### src/pkg/srwc_regs.vh
`ifndef SRWC_REGS_VH
`define SRWC_REGS_VH

// ----------------------------------------------------------------------------
// Register map (byte addresses on the AXI4-Lite bus)
// ----------------------------------------------------------------------------
`define SRWC_OFF_CTRL 8'h00
`define SRWC_OFF_STATUS 8'h04
`define SRWC_OFF_ADDR 8'h08
`define SRWC_OFF_WIN_BASE 8'h40
`define SRWC_OFF_WIN_LAST 8'h7c

// ----------------------------------------------------------------------------
// Field positions and reset values
// ----------------------------------------------------------------------------
`define SRWC_CTRL_EN_BIT 0
`define SRWC_CTRL_RESET 32'h00000001
`define SRWC_STAT_WRAP_BIT 0
`define SRWC_STAT_SEQ_BIT 1
`define SRWC_STAT_MASK_LSB 4
`define SRWC_STAT_MASK_MSB 7

// ----------------------------------------------------------------------------
// Array geometry and sequence limits
// ----------------------------------------------------------------------------
`define SRWC_ADDR_W 21
`define SRWC_LAST_ADDR 21'h1fffff
`define SRWC_START_ADDR 21'h000000
`define SRWC_DATA_W 16
`define SRWC_WIN_AW 4
`define SRWC_WIN_DEPTH 16
`define SRWC_DIES 4

// ----------------------------------------------------------------------------
// AXI4-Lite response codes
// ----------------------------------------------------------------------------
`define SRWC_RESP_OKAY 2'b00
`define SRWC_RESP_SLVERR 2'b10

`endif

### src/hw/srwc_top.v
// Contract
// - Raise the wrap output when the sequence reaches the final array address.
// - Sequential mode uses select, restart, finish and wrap-in dedicated inputs.
// - After wrap, a no-op cycle with all selects low clears wrap state.
// - The no-op may be four cycles, each with one different select low.
// - During clearing no-op cycles data stays high-Z, no read or write.
// - Sequence starts at address zero and advances on every rising edge; the code advances only on edges that carry a sequence cycle.
//
// Implementation choices: register access over AXI4-Lite and the register offsets.
`include "srwc_regs.vh"
`timescale 1ns/100ps
`default_nettype none

module srwc_top
#(
  parameter [20:0] LAST_ADDR = `SRWC_LAST_ADDR
)
(
  input wire sys_clk,
  input wire rst,
  input wire [3:0] dieSelN,
  input wire seqRdSel,
  input wire restartIn,
  input wire finishIn,
  input wire wrapIn,
  input wire writeStrobe,
  output reg wrapOut,
  output reg [15:0] dataOut,
  output reg dataOe,
  input wire [7:0] s_axi_awaddr,
  input wire s_axi_awvalid,
  output reg s_axi_awready,
  input wire [31:0] s_axi_wdata,
  input wire [3:0] s_axi_wstrb,
  input wire s_axi_wvalid,
  output reg s_axi_wready,
  output reg [1:0] s_axi_bresp,
  output reg s_axi_bvalid,
  input wire s_axi_bready,
  input wire [7:0] s_axi_araddr,
  input wire s_axi_arvalid,
  output reg s_axi_arready,
  output reg [31:0] s_axi_rdata,
  output reg [1:0] s_axi_rresp,
  output reg s_axi_rvalid,
  input wire s_axi_rready
);

  localparam [2:0] ST_IDLE = 3'b001;
  localparam [2:0] ST_SEQ = 3'b010;
  localparam [2:0] ST_WRAP = 3'b100;

  // --------------------------------------------------------------------------
  // Pin synchronisers
  // --------------------------------------------------------------------------
  reg [8:0] pinMeta_q;
  reg [8:0] pinSync_q;

  always @(posedge sys_clk)
  begin
    pinMeta_q <= {writeStrobe, wrapIn, finishIn, restartIn, seqRdSel, dieSelN};
    pinSync_q <= pinMeta_q;
  end

  wire [3:0] selN = pinSync_q[3:0];
  wire seqS = pinSync_q[4];
  wire restartS = pinSync_q[5];
  wire finishS = pinSync_q[6];
  wire wrapInS = pinSync_q[7];
  wire weS = pinSync_q[8];

  function oneLow;
    input [3:0] sel;
    begin
      oneLow = (sel == 4'he) || (sel == 4'hd) || (sel == 4'hb) || (sel == 4'h7);
    end
  endfunction

  // --------------------------------------------------------------------------
  // Cycle decode
  // --------------------------------------------------------------------------
  reg [31:0] ctrl_q;
  wire allLow = (selN == 4'h0);
  wire seqCycle = allLow & seqS & ~weS & ctrl_q[`SRWC_CTRL_EN_BIT];
  wire nopAll = allLow & ~seqS;
  wire nopOne = oneLow(selN) & ~seqS;

  // --------------------------------------------------------------------------
  // Sequence state machine
  // --------------------------------------------------------------------------
  reg [2:0] state_q;
  reg [20:0] addr_q;
  reg [3:0] clrMask_q;
  reg issue_q;
  reg issueD1_q;
  wire [3:0] maskNext = clrMask_q | ~selN;
  wire [15:0] memRd;

  always @(posedge sys_clk)
  begin
    if (rst)
    begin
      state_q <= ST_IDLE;
      addr_q <= `SRWC_START_ADDR;
      clrMask_q <= 4'h0;
      wrapOut <= 1'b0;
      issue_q <= 1'b0;
    end
    else
    begin
      issue_q <= 1'b0;
      case (state_q)
        ST_IDLE:
        begin
          if (wrapInS)
          begin
            state_q <= ST_WRAP;
            wrapOut <= 1'b1;
          end
          else if (seqCycle)
          begin
            state_q <= ST_SEQ;
            addr_q <= `SRWC_START_ADDR + 21'h000001;
            issue_q <= 1'b1;
            clrMask_q <= 4'h0;
          end
        end
        ST_SEQ:
        begin
          if (wrapInS)
          begin
            state_q <= ST_WRAP;
            wrapOut <= 1'b1;
          end
          else if (finishS)
          begin
            state_q <= ST_IDLE;
            addr_q <= `SRWC_START_ADDR;
          end
          else if (seqCycle && restartS)
          begin
            addr_q <= `SRWC_START_ADDR + 21'h000001;
            issue_q <= 1'b1;
          end
          else if (seqCycle)
          begin
            issue_q <= 1'b1;
            if (addr_q == LAST_ADDR)
            begin
              state_q <= ST_WRAP;
              wrapOut <= 1'b1;
            end
            else
            begin
              addr_q <= addr_q + 21'h000001;
            end
          end
        end
        ST_WRAP:
        begin
          if (nopAll || (nopOne && (maskNext == 4'hf)))
          begin
            state_q <= ST_IDLE;
            wrapOut <= 1'b0;
            clrMask_q <= 4'h0;
            addr_q <= `SRWC_START_ADDR;
          end
          else if (nopOne)
          begin
            clrMask_q <= maskNext;
          end
        end
        default:
        begin
          state_q <= ST_IDLE;
          wrapOut <= 1'b0;
        end
      endcase
    end
  end

  // --------------------------------------------------------------------------
  // Read data path: only issued sequence cycles drive the bus.
  // --------------------------------------------------------------------------
  // The memory is read one edge after the issue, when addr_q has already moved on.
  // Capturing the issued address here keeps the first word at address zero.
  reg [3:0] issueAddr_q;

  always @(posedge sys_clk)
  begin
    if (rst)
    begin
      issueAddr_q <= 4'h0;
    end
    else if (seqCycle)
    begin
      issueAddr_q <= (state_q == ST_SEQ && !restartS) ? addr_q[3:0] : 4'h0;
    end
  end

  wire winWrite;
  wire [3:0] winWrAddr;
  reg [31:0] wData_q;

  srwc_mem u_mem
  (
    .sys_clk(sys_clk),
    .wrEn(winWrite),
    .wrAddr(winWrAddr),
    .wrData(wData_q[15:0]),
    .rdAddr(issueAddr_q),
    .rdData(memRd)
  );

  always @(posedge sys_clk)
  begin
    if (rst)
    begin
      issueD1_q <= 1'b0;
      dataOe <= 1'b0;
      dataOut <= 16'h0000;
    end
    else
    begin
      issueD1_q <= issue_q;
      dataOe <= issueD1_q & ~nopAll & ~nopOne;
      dataOut <= (issueD1_q & ~nopAll & ~nopOne) ? memRd : 16'h0000;
    end
  end

  // --------------------------------------------------------------------------
  // AXI4-Lite slave
  // --------------------------------------------------------------------------
  reg [7:0] awAddr_q;
  reg awHave_q;
  reg [3:0] wStrb_q;
  reg wHave_q;
  wire doWrite = awHave_q & wHave_q & ~s_axi_bvalid;
  wire awIsWin = (awAddr_q >= `SRWC_OFF_WIN_BASE) && (awAddr_q <= `SRWC_OFF_WIN_LAST);
  assign winWrite = doWrite & awIsWin & (&wStrb_q[1:0]);
  assign winWrAddr = awAddr_q[5:2];

  always @(posedge sys_clk)
  begin
    if (rst)
    begin
      s_axi_awready <= 1'b1;
      s_axi_wready <= 1'b1;
      s_axi_bvalid <= 1'b0;
      s_axi_bresp <= `SRWC_RESP_OKAY;
      awHave_q <= 1'b0;
      wHave_q <= 1'b0;
      awAddr_q <= 8'h00;
      wData_q <= 32'h00000000;
      wStrb_q <= 4'h0;
      ctrl_q <= `SRWC_CTRL_RESET;
    end
    else
    begin
      if (s_axi_awvalid && s_axi_awready)
      begin
        awAddr_q <= s_axi_awaddr;
        awHave_q <= 1'b1;
        s_axi_awready <= 1'b0;
      end
      if (s_axi_wvalid && s_axi_wready)
      begin
        wData_q <= s_axi_wdata;
        wStrb_q <= s_axi_wstrb;
        wHave_q <= 1'b1;
        s_axi_wready <= 1'b0;
      end
      if (doWrite)
      begin
        awHave_q <= 1'b0;
        wHave_q <= 1'b0;
        s_axi_bvalid <= 1'b1;
        s_axi_bresp <= `SRWC_RESP_OKAY;
        if (awAddr_q == `SRWC_OFF_CTRL)
        begin
          if (wStrb_q[0])
          begin
            ctrl_q[`SRWC_CTRL_EN_BIT] <= wData_q[`SRWC_CTRL_EN_BIT];
          end
        end
        else if (!awIsWin && awAddr_q != `SRWC_OFF_STATUS && awAddr_q != `SRWC_OFF_ADDR)
        begin
          s_axi_bresp <= `SRWC_RESP_SLVERR;
        end
      end
      if (s_axi_bvalid && s_axi_bready)
      begin
        s_axi_bvalid <= 1'b0;
        s_axi_awready <= 1'b1;
        s_axi_wready <= 1'b1;
      end
    end
  end

  always @(posedge sys_clk)
  begin
    if (rst)
    begin
      s_axi_arready <= 1'b1;
      s_axi_rvalid <= 1'b0;
      s_axi_rdata <= 32'h00000000;
      s_axi_rresp <= `SRWC_RESP_OKAY;
    end
    else
    begin
      if (s_axi_arvalid && s_axi_arready)
      begin
        s_axi_arready <= 1'b0;
        s_axi_rvalid <= 1'b1;
        s_axi_rresp <= `SRWC_RESP_OKAY;
        s_axi_rdata <= 32'h00000000;
        if (s_axi_araddr == `SRWC_OFF_CTRL)
        begin
          s_axi_rdata <= ctrl_q;
        end
        else if (s_axi_araddr == `SRWC_OFF_STATUS)
        begin
          s_axi_rdata <= {24'h000000, clrMask_q, 2'b00, (state_q == ST_SEQ), wrapOut};
        end
        else if (s_axi_araddr == `SRWC_OFF_ADDR)
        begin
          s_axi_rdata <= {11'h000, addr_q};
        end
        else if (s_axi_araddr < `SRWC_OFF_WIN_BASE || s_axi_araddr > `SRWC_OFF_WIN_LAST)
        begin
          s_axi_rresp <= `SRWC_RESP_SLVERR;
        end
      end
      if (s_axi_rvalid && s_axi_rready)
      begin
        s_axi_rvalid <= 1'b0;
        s_axi_arready <= 1'b1;
      end
    end
  end

endmodule

`default_nettype wire

### src/hw/srwc_mem.v
`timescale 1ns/100ps
`default_nettype none

// ----------------------------------------------------------------------------
// Data window: one write port from software, registered read port.
// ----------------------------------------------------------------------------
module srwc_mem
(
  input wire sys_clk,
  input wire wrEn,
  input wire [3:0] wrAddr,
  input wire [15:0] wrData,
  input wire [3:0] rdAddr,
  output reg [15:0] rdData
);

  reg [15:0] store [0:15];

  always @(posedge sys_clk)
  begin
    if (wrEn)
    begin
      store[wrAddr] <= wrData;
    end
    rdData <= store[rdAddr];
  end

endmodule

`default_nettype wire

### config.mk
export PLATFORM = sky130hd
export DESIGN_NAME = srwc_top
export DESIGN_NICKNAME = d
export VERILOG_FILES = /design/src/hw/srwc_top.v /design/src/hw/srwc_mem.v
export VERILOG_INCLUDE_DIRS = /design/src /design/src/pkg
export SDC_FILE = /design/constraint.sdc
export NUM_CORES = 1
export LEC_CHECK = 0
export BUFFER_PORTS_ARGS = -buffer_cell sky130_fd_sc_hd__buf_2
export CORE_MARGIN = 3
export CORE_UTILIZATION = 35
export CTS_CLUSTER_DIAMETER = 30
export DETAILED_ROUTE_END_ITERATION = 10
export PLACE_DENSITY_LB_ADDON = 0.1
export SETUP_SLACK_MARGIN = 0.4
export SYNTH_ARGS = -nofsm -noshare
export SYNTH_HDL_FRONTEND = slang
export SYNTH_SLANG_ARGS = --single-unit
### constraint.sdc
create_clock -name sys_clk -period 2.44 [get_ports sys_clk]
set_input_delay 0.244 -clock sys_clk [delete_from_list [all_inputs] [get_ports sys_clk]]
set_output_delay 0.244 -clock sys_clk [all_outputs]
set_load 0.01 [all_outputs]
==> impl_metrics.yaml <==
status:
  status: "completed"
clocking:
  htreeDepth: 3
  cts-root-buf: "clkbuf_16"
  worstSkewPairLatency_ns: 0.60
  numCtsBuffers: 92
  cts.path.max_buffers: 3
  clkTransAtPathRegs_ns: 0.06
  clock-sinks: 399
  tritoncts: "done"
finish:
  drive_above_1_share_pct: 36.23
  ff_latch_area_mm2: 0.01056
  layout.nets: 1325
  diodes: 0
  area_delta_synth_final_pct: 38.75
  multi_input_area_mm2: 0.004491
  fin_util_pct: 49.42
  layout.cells.non_filler: 1875
  fill_cells: 3655
setup_path:
  r2r_setup_slack_ns: 0.08
  path_max_fanout: 3
  r2r_end: "addr_q[13]$_SDFFE_PP0P_"
  critPathSlowestCell: "or4_4"
  cpPeakStageDelay_ns: 0.54
  cp_data_arrival_time_ns: 2.87
  r2r-start: "pinSync_q[0]$_DFF_P_"
  critical_path.endpoint_type: "register"
  crit_chain: "or4_4 -> o32a_1 -> buf_4 -> nor2_2 -> o21ai_2 -> or4_4 -> a221oi_2"
  worst_r2r_path_depth: 7
  worstSetupStartpointType: "register"
  criticalPathCategory: "reg -> reg"
  required_ns: 2.95
  critPathMostFrequentCell: "or4_4"
synthesis:
  yosys-top-cells-count: "edfxtp_1 (256), dfxtp_1 (143), mux4_2 (80)"
  synth_xor_area_share_pct: 0.1165
  synth_cells: 982
  yosys.area.top_type: "edfxtp_1"
  synth_top_area_share_pct: 51.11
  synth_top_family_by_area: "multiplexers"
  yosys_register_bits: 399
  synthMuxAreaShare_pct: 12.32
  ys_seq_area_share_pct: 70.15
  synth_warnings: 0
  yosys.area_share.simple_pct: 9.010
  synthFlopType: "edfxtp_1"
  syn_area_per_cell_um2: 15.32
  synth-adder-area-share_pct: 0.08319
  syn-cell-area_mm2: 0.01504
  synth.area.top_cells: "edfxtp_1 (51%), dfxtp_1 (19%), mux4_2 (12%)"
  ys_types: 55
  synth_compound_area_share_pct: 6.173
  synth_most_common_cell: "edfxtp_1"
  async_flop_share_pct: 0
  synth_edf_count: 256
min_path:
  min-delay-start: "s_axi_awvalid"
  whs_path_depth: 3
  whs_endpoint: "awAddr_q[1]$_SDFFE_PP0P_"
  holdCritPathClass: "in -> reg"
place:
  hpwl_um: 21280
  place_inst: 1639
  io_buffers: 95
  place_congestion: 0.7654
sta:
  drv_slew: 0
  tightest_slew_ns: 0.5830
  rsz0062_at_grt: "yes"
  period_share_pct: 96.66
  fmaxAchievable_ghz: 0.4240
  hold_violations: 0
  setup_violations: 0
  clock_skew_ns: 0.01350
  fin_crit_ns: 2.358
  slew_headroom_pct: 61.08
run:
  drv_cap: 0
power_and_ir_drop:
  irDropWorstVdd_mv: 0.5461
  comb_power_share_pct: 4.2
  intPower_w: 0.01604
  p_switching_w: 0.004405
  leakagePower_nw: 7.036
  pwr-share-seq_pct: 36.2
  clockPowerShare_pct: 59.6
  switching_share_pct: 21.55
  powerDensity_mw_per_mm2: 979.7
detailed_routing:
  drtAntennaViolNets: 0
  avgRoutedWirePerCell_um: 19.96
  drt_iter0_markers: 478
  dr_total_vias: 9285
  vias_per_cell: 4.952
  drt-pass1-iter-count: 5
  drc: 0
  wl_um: 37420
global_routing:
  grt-ovfl-total: 0
  grt_pass1_wl_um: 57240
  grt_max_degree: 53
  grt_pass1_vias: 9857
  antenna_found_initial: 0
  track_usage_pct: 16.86
floorplanning:
  initial_core_util_pct: 35.61
  pin_count: 127
  die_w_um: 213.3
  core_mm2: 0.04223
  rows: 75
  die_y_um: 213.3
  dieArea_mm2: 0.04549
-- critical path, delay by kind of cell (launching register included) --
family                 cells  cell delay, ns
AO/OA/AOI/OAI              3            0.69
AND/OR/NAND/NOR            3            1.10
buffers and inverters      1            0.16
flip-flops                 1            0.31
-- sequential cells by signal, summed over array words and instances (netlist names), 8 cells and up --
name and count:
pinSync_q 9, u_mem.store 256, awAddr_q 8, dataOut 16
u_mem.rdData 16, wData_q 16, s_axi_rdata 21, addr_q 21
pinMeta_q 9
-- worst max path at each step --
stage                         startpoint                       to  slack (ns)  cells after the start
floorplan           pinSync_q[2]$_DFF_P_     wrapOut$_SDFFE_PP0P_        0.09                      8
global placement    pinSync_q[2]$_DFF_P_     wrapOut$_SDFFE_PP0P_        0.08                      7
detailed placement  pinSync_q[2]$_DFF_P_     wrapOut$_SDFFE_PP0P_        0.06                      7
CTS                 pinSync_q[0]$_DFF_P_     wrapOut$_SDFFE_PP0P_        0.11                      7
global route        pinSync_q[0]$_DFF_P_   addr_q[8]$_SDFFE_PP0P_       -0.01                      8
finish              pinSync_q[0]$_DFF_P_  addr_q[13]$_SDFFE_PP0P_        0.08                      7
-- power groups by stage --
stage                     registers (W)  clock network, W  logic (W)
after detailed placement        0.00752                 0   0.000668
after floorplan                 0.00749                 0   0.000400
after global routing            0.00742            0.0129   0.000937
final                           0.00741            0.0122   0.000855
after global placement          0.00752                 0   0.000670
after CTS                       0.00740            0.0124   0.000793
-- stage by stage --
stage          hold slack [ns]  cell area [um2]  worst slack (ns)  power (W)  TNS [ns]
6_report               0.05168            20870           0.08159    0.02044         0
5_1_grt                0.04368            20870          -0.01023    0.02122  -0.01071
4_1_cts                0.01528            20680            0.1148    0.02064         0
3_5_place_dp            0.3184            16840           0.06155   0.008190         0
3_3_place_gp            0.3126            16840           0.08475   0.008191         0
2_1_floorplan           0.2717            15170           0.08520   0.007887         0
-- final cells by class --
type                       instances  share of cell area (%)
inverter                           8                  0.1439
tap                              539                   3.232
multi-input combinational        524                   21.52
sequential                       399                   50.59
clock buffer                     116                   11.85
clock inverter                    58                   3.364
timing repair buffer             231                   9.294
-- layer usage --
layer,global-route usage (%),up-vias,wire length (um)
met5,0,-,0
met4,5.720,0,809
met3,4.217,66,1551
met2,27.87,214,18300
met1,21.83,4647,16760
li1,-,4358,-
-- timing repair --
item                       4_1_cts  5_1_grt
setup endpoints to repair      226      143
cloned                           2        1
hold endpoints to repair        40        0
hold buffers                    48        0
buffers inserted                 6        5
pin swaps                       18       19
gates resized for setup         37       33
-- logic make-up (layout without fill, tap and decap cells) --
logic type / Yosys count / in the layout
compound gates: 148 / 148
xor+xnor: 2 / 2
fa+ha+maj: 1 / 1
buf+inv: 71 / 413
flops: 399 / 399
mux: 85 / 85
other cells: 1 / 13
simple gates: 275 / 275
-- cells in the final DEF (no fill, tap or decap), types with 9 or more instances in the layout --
cell type      Yosys  routed
nor2_2             0      20
clkinv_2           0      16
clkbuf_16          0      94
conb_1             1      13
nor3_1            12      11
a31oi_1           14      14
o21ai_0           20      10
buf_4             13      57
dfxtp_1          143     139
or3_1             16      14
mux4_2            80      80
edfxtp_1         256     256
nand3_1           31      30
nor2_1            71      47
buf_2              3      94
a22oi_1           24      20
a21oi_1           56      54
dlygate4sd3_1      0      48
buf_12             0      20
nand2_1           73      72
clkbuf_1          35      17
bufinv_16          0      11
clkinvlp_4         0       9
and2_1            18      18
(Power assumes the default switching activity.)
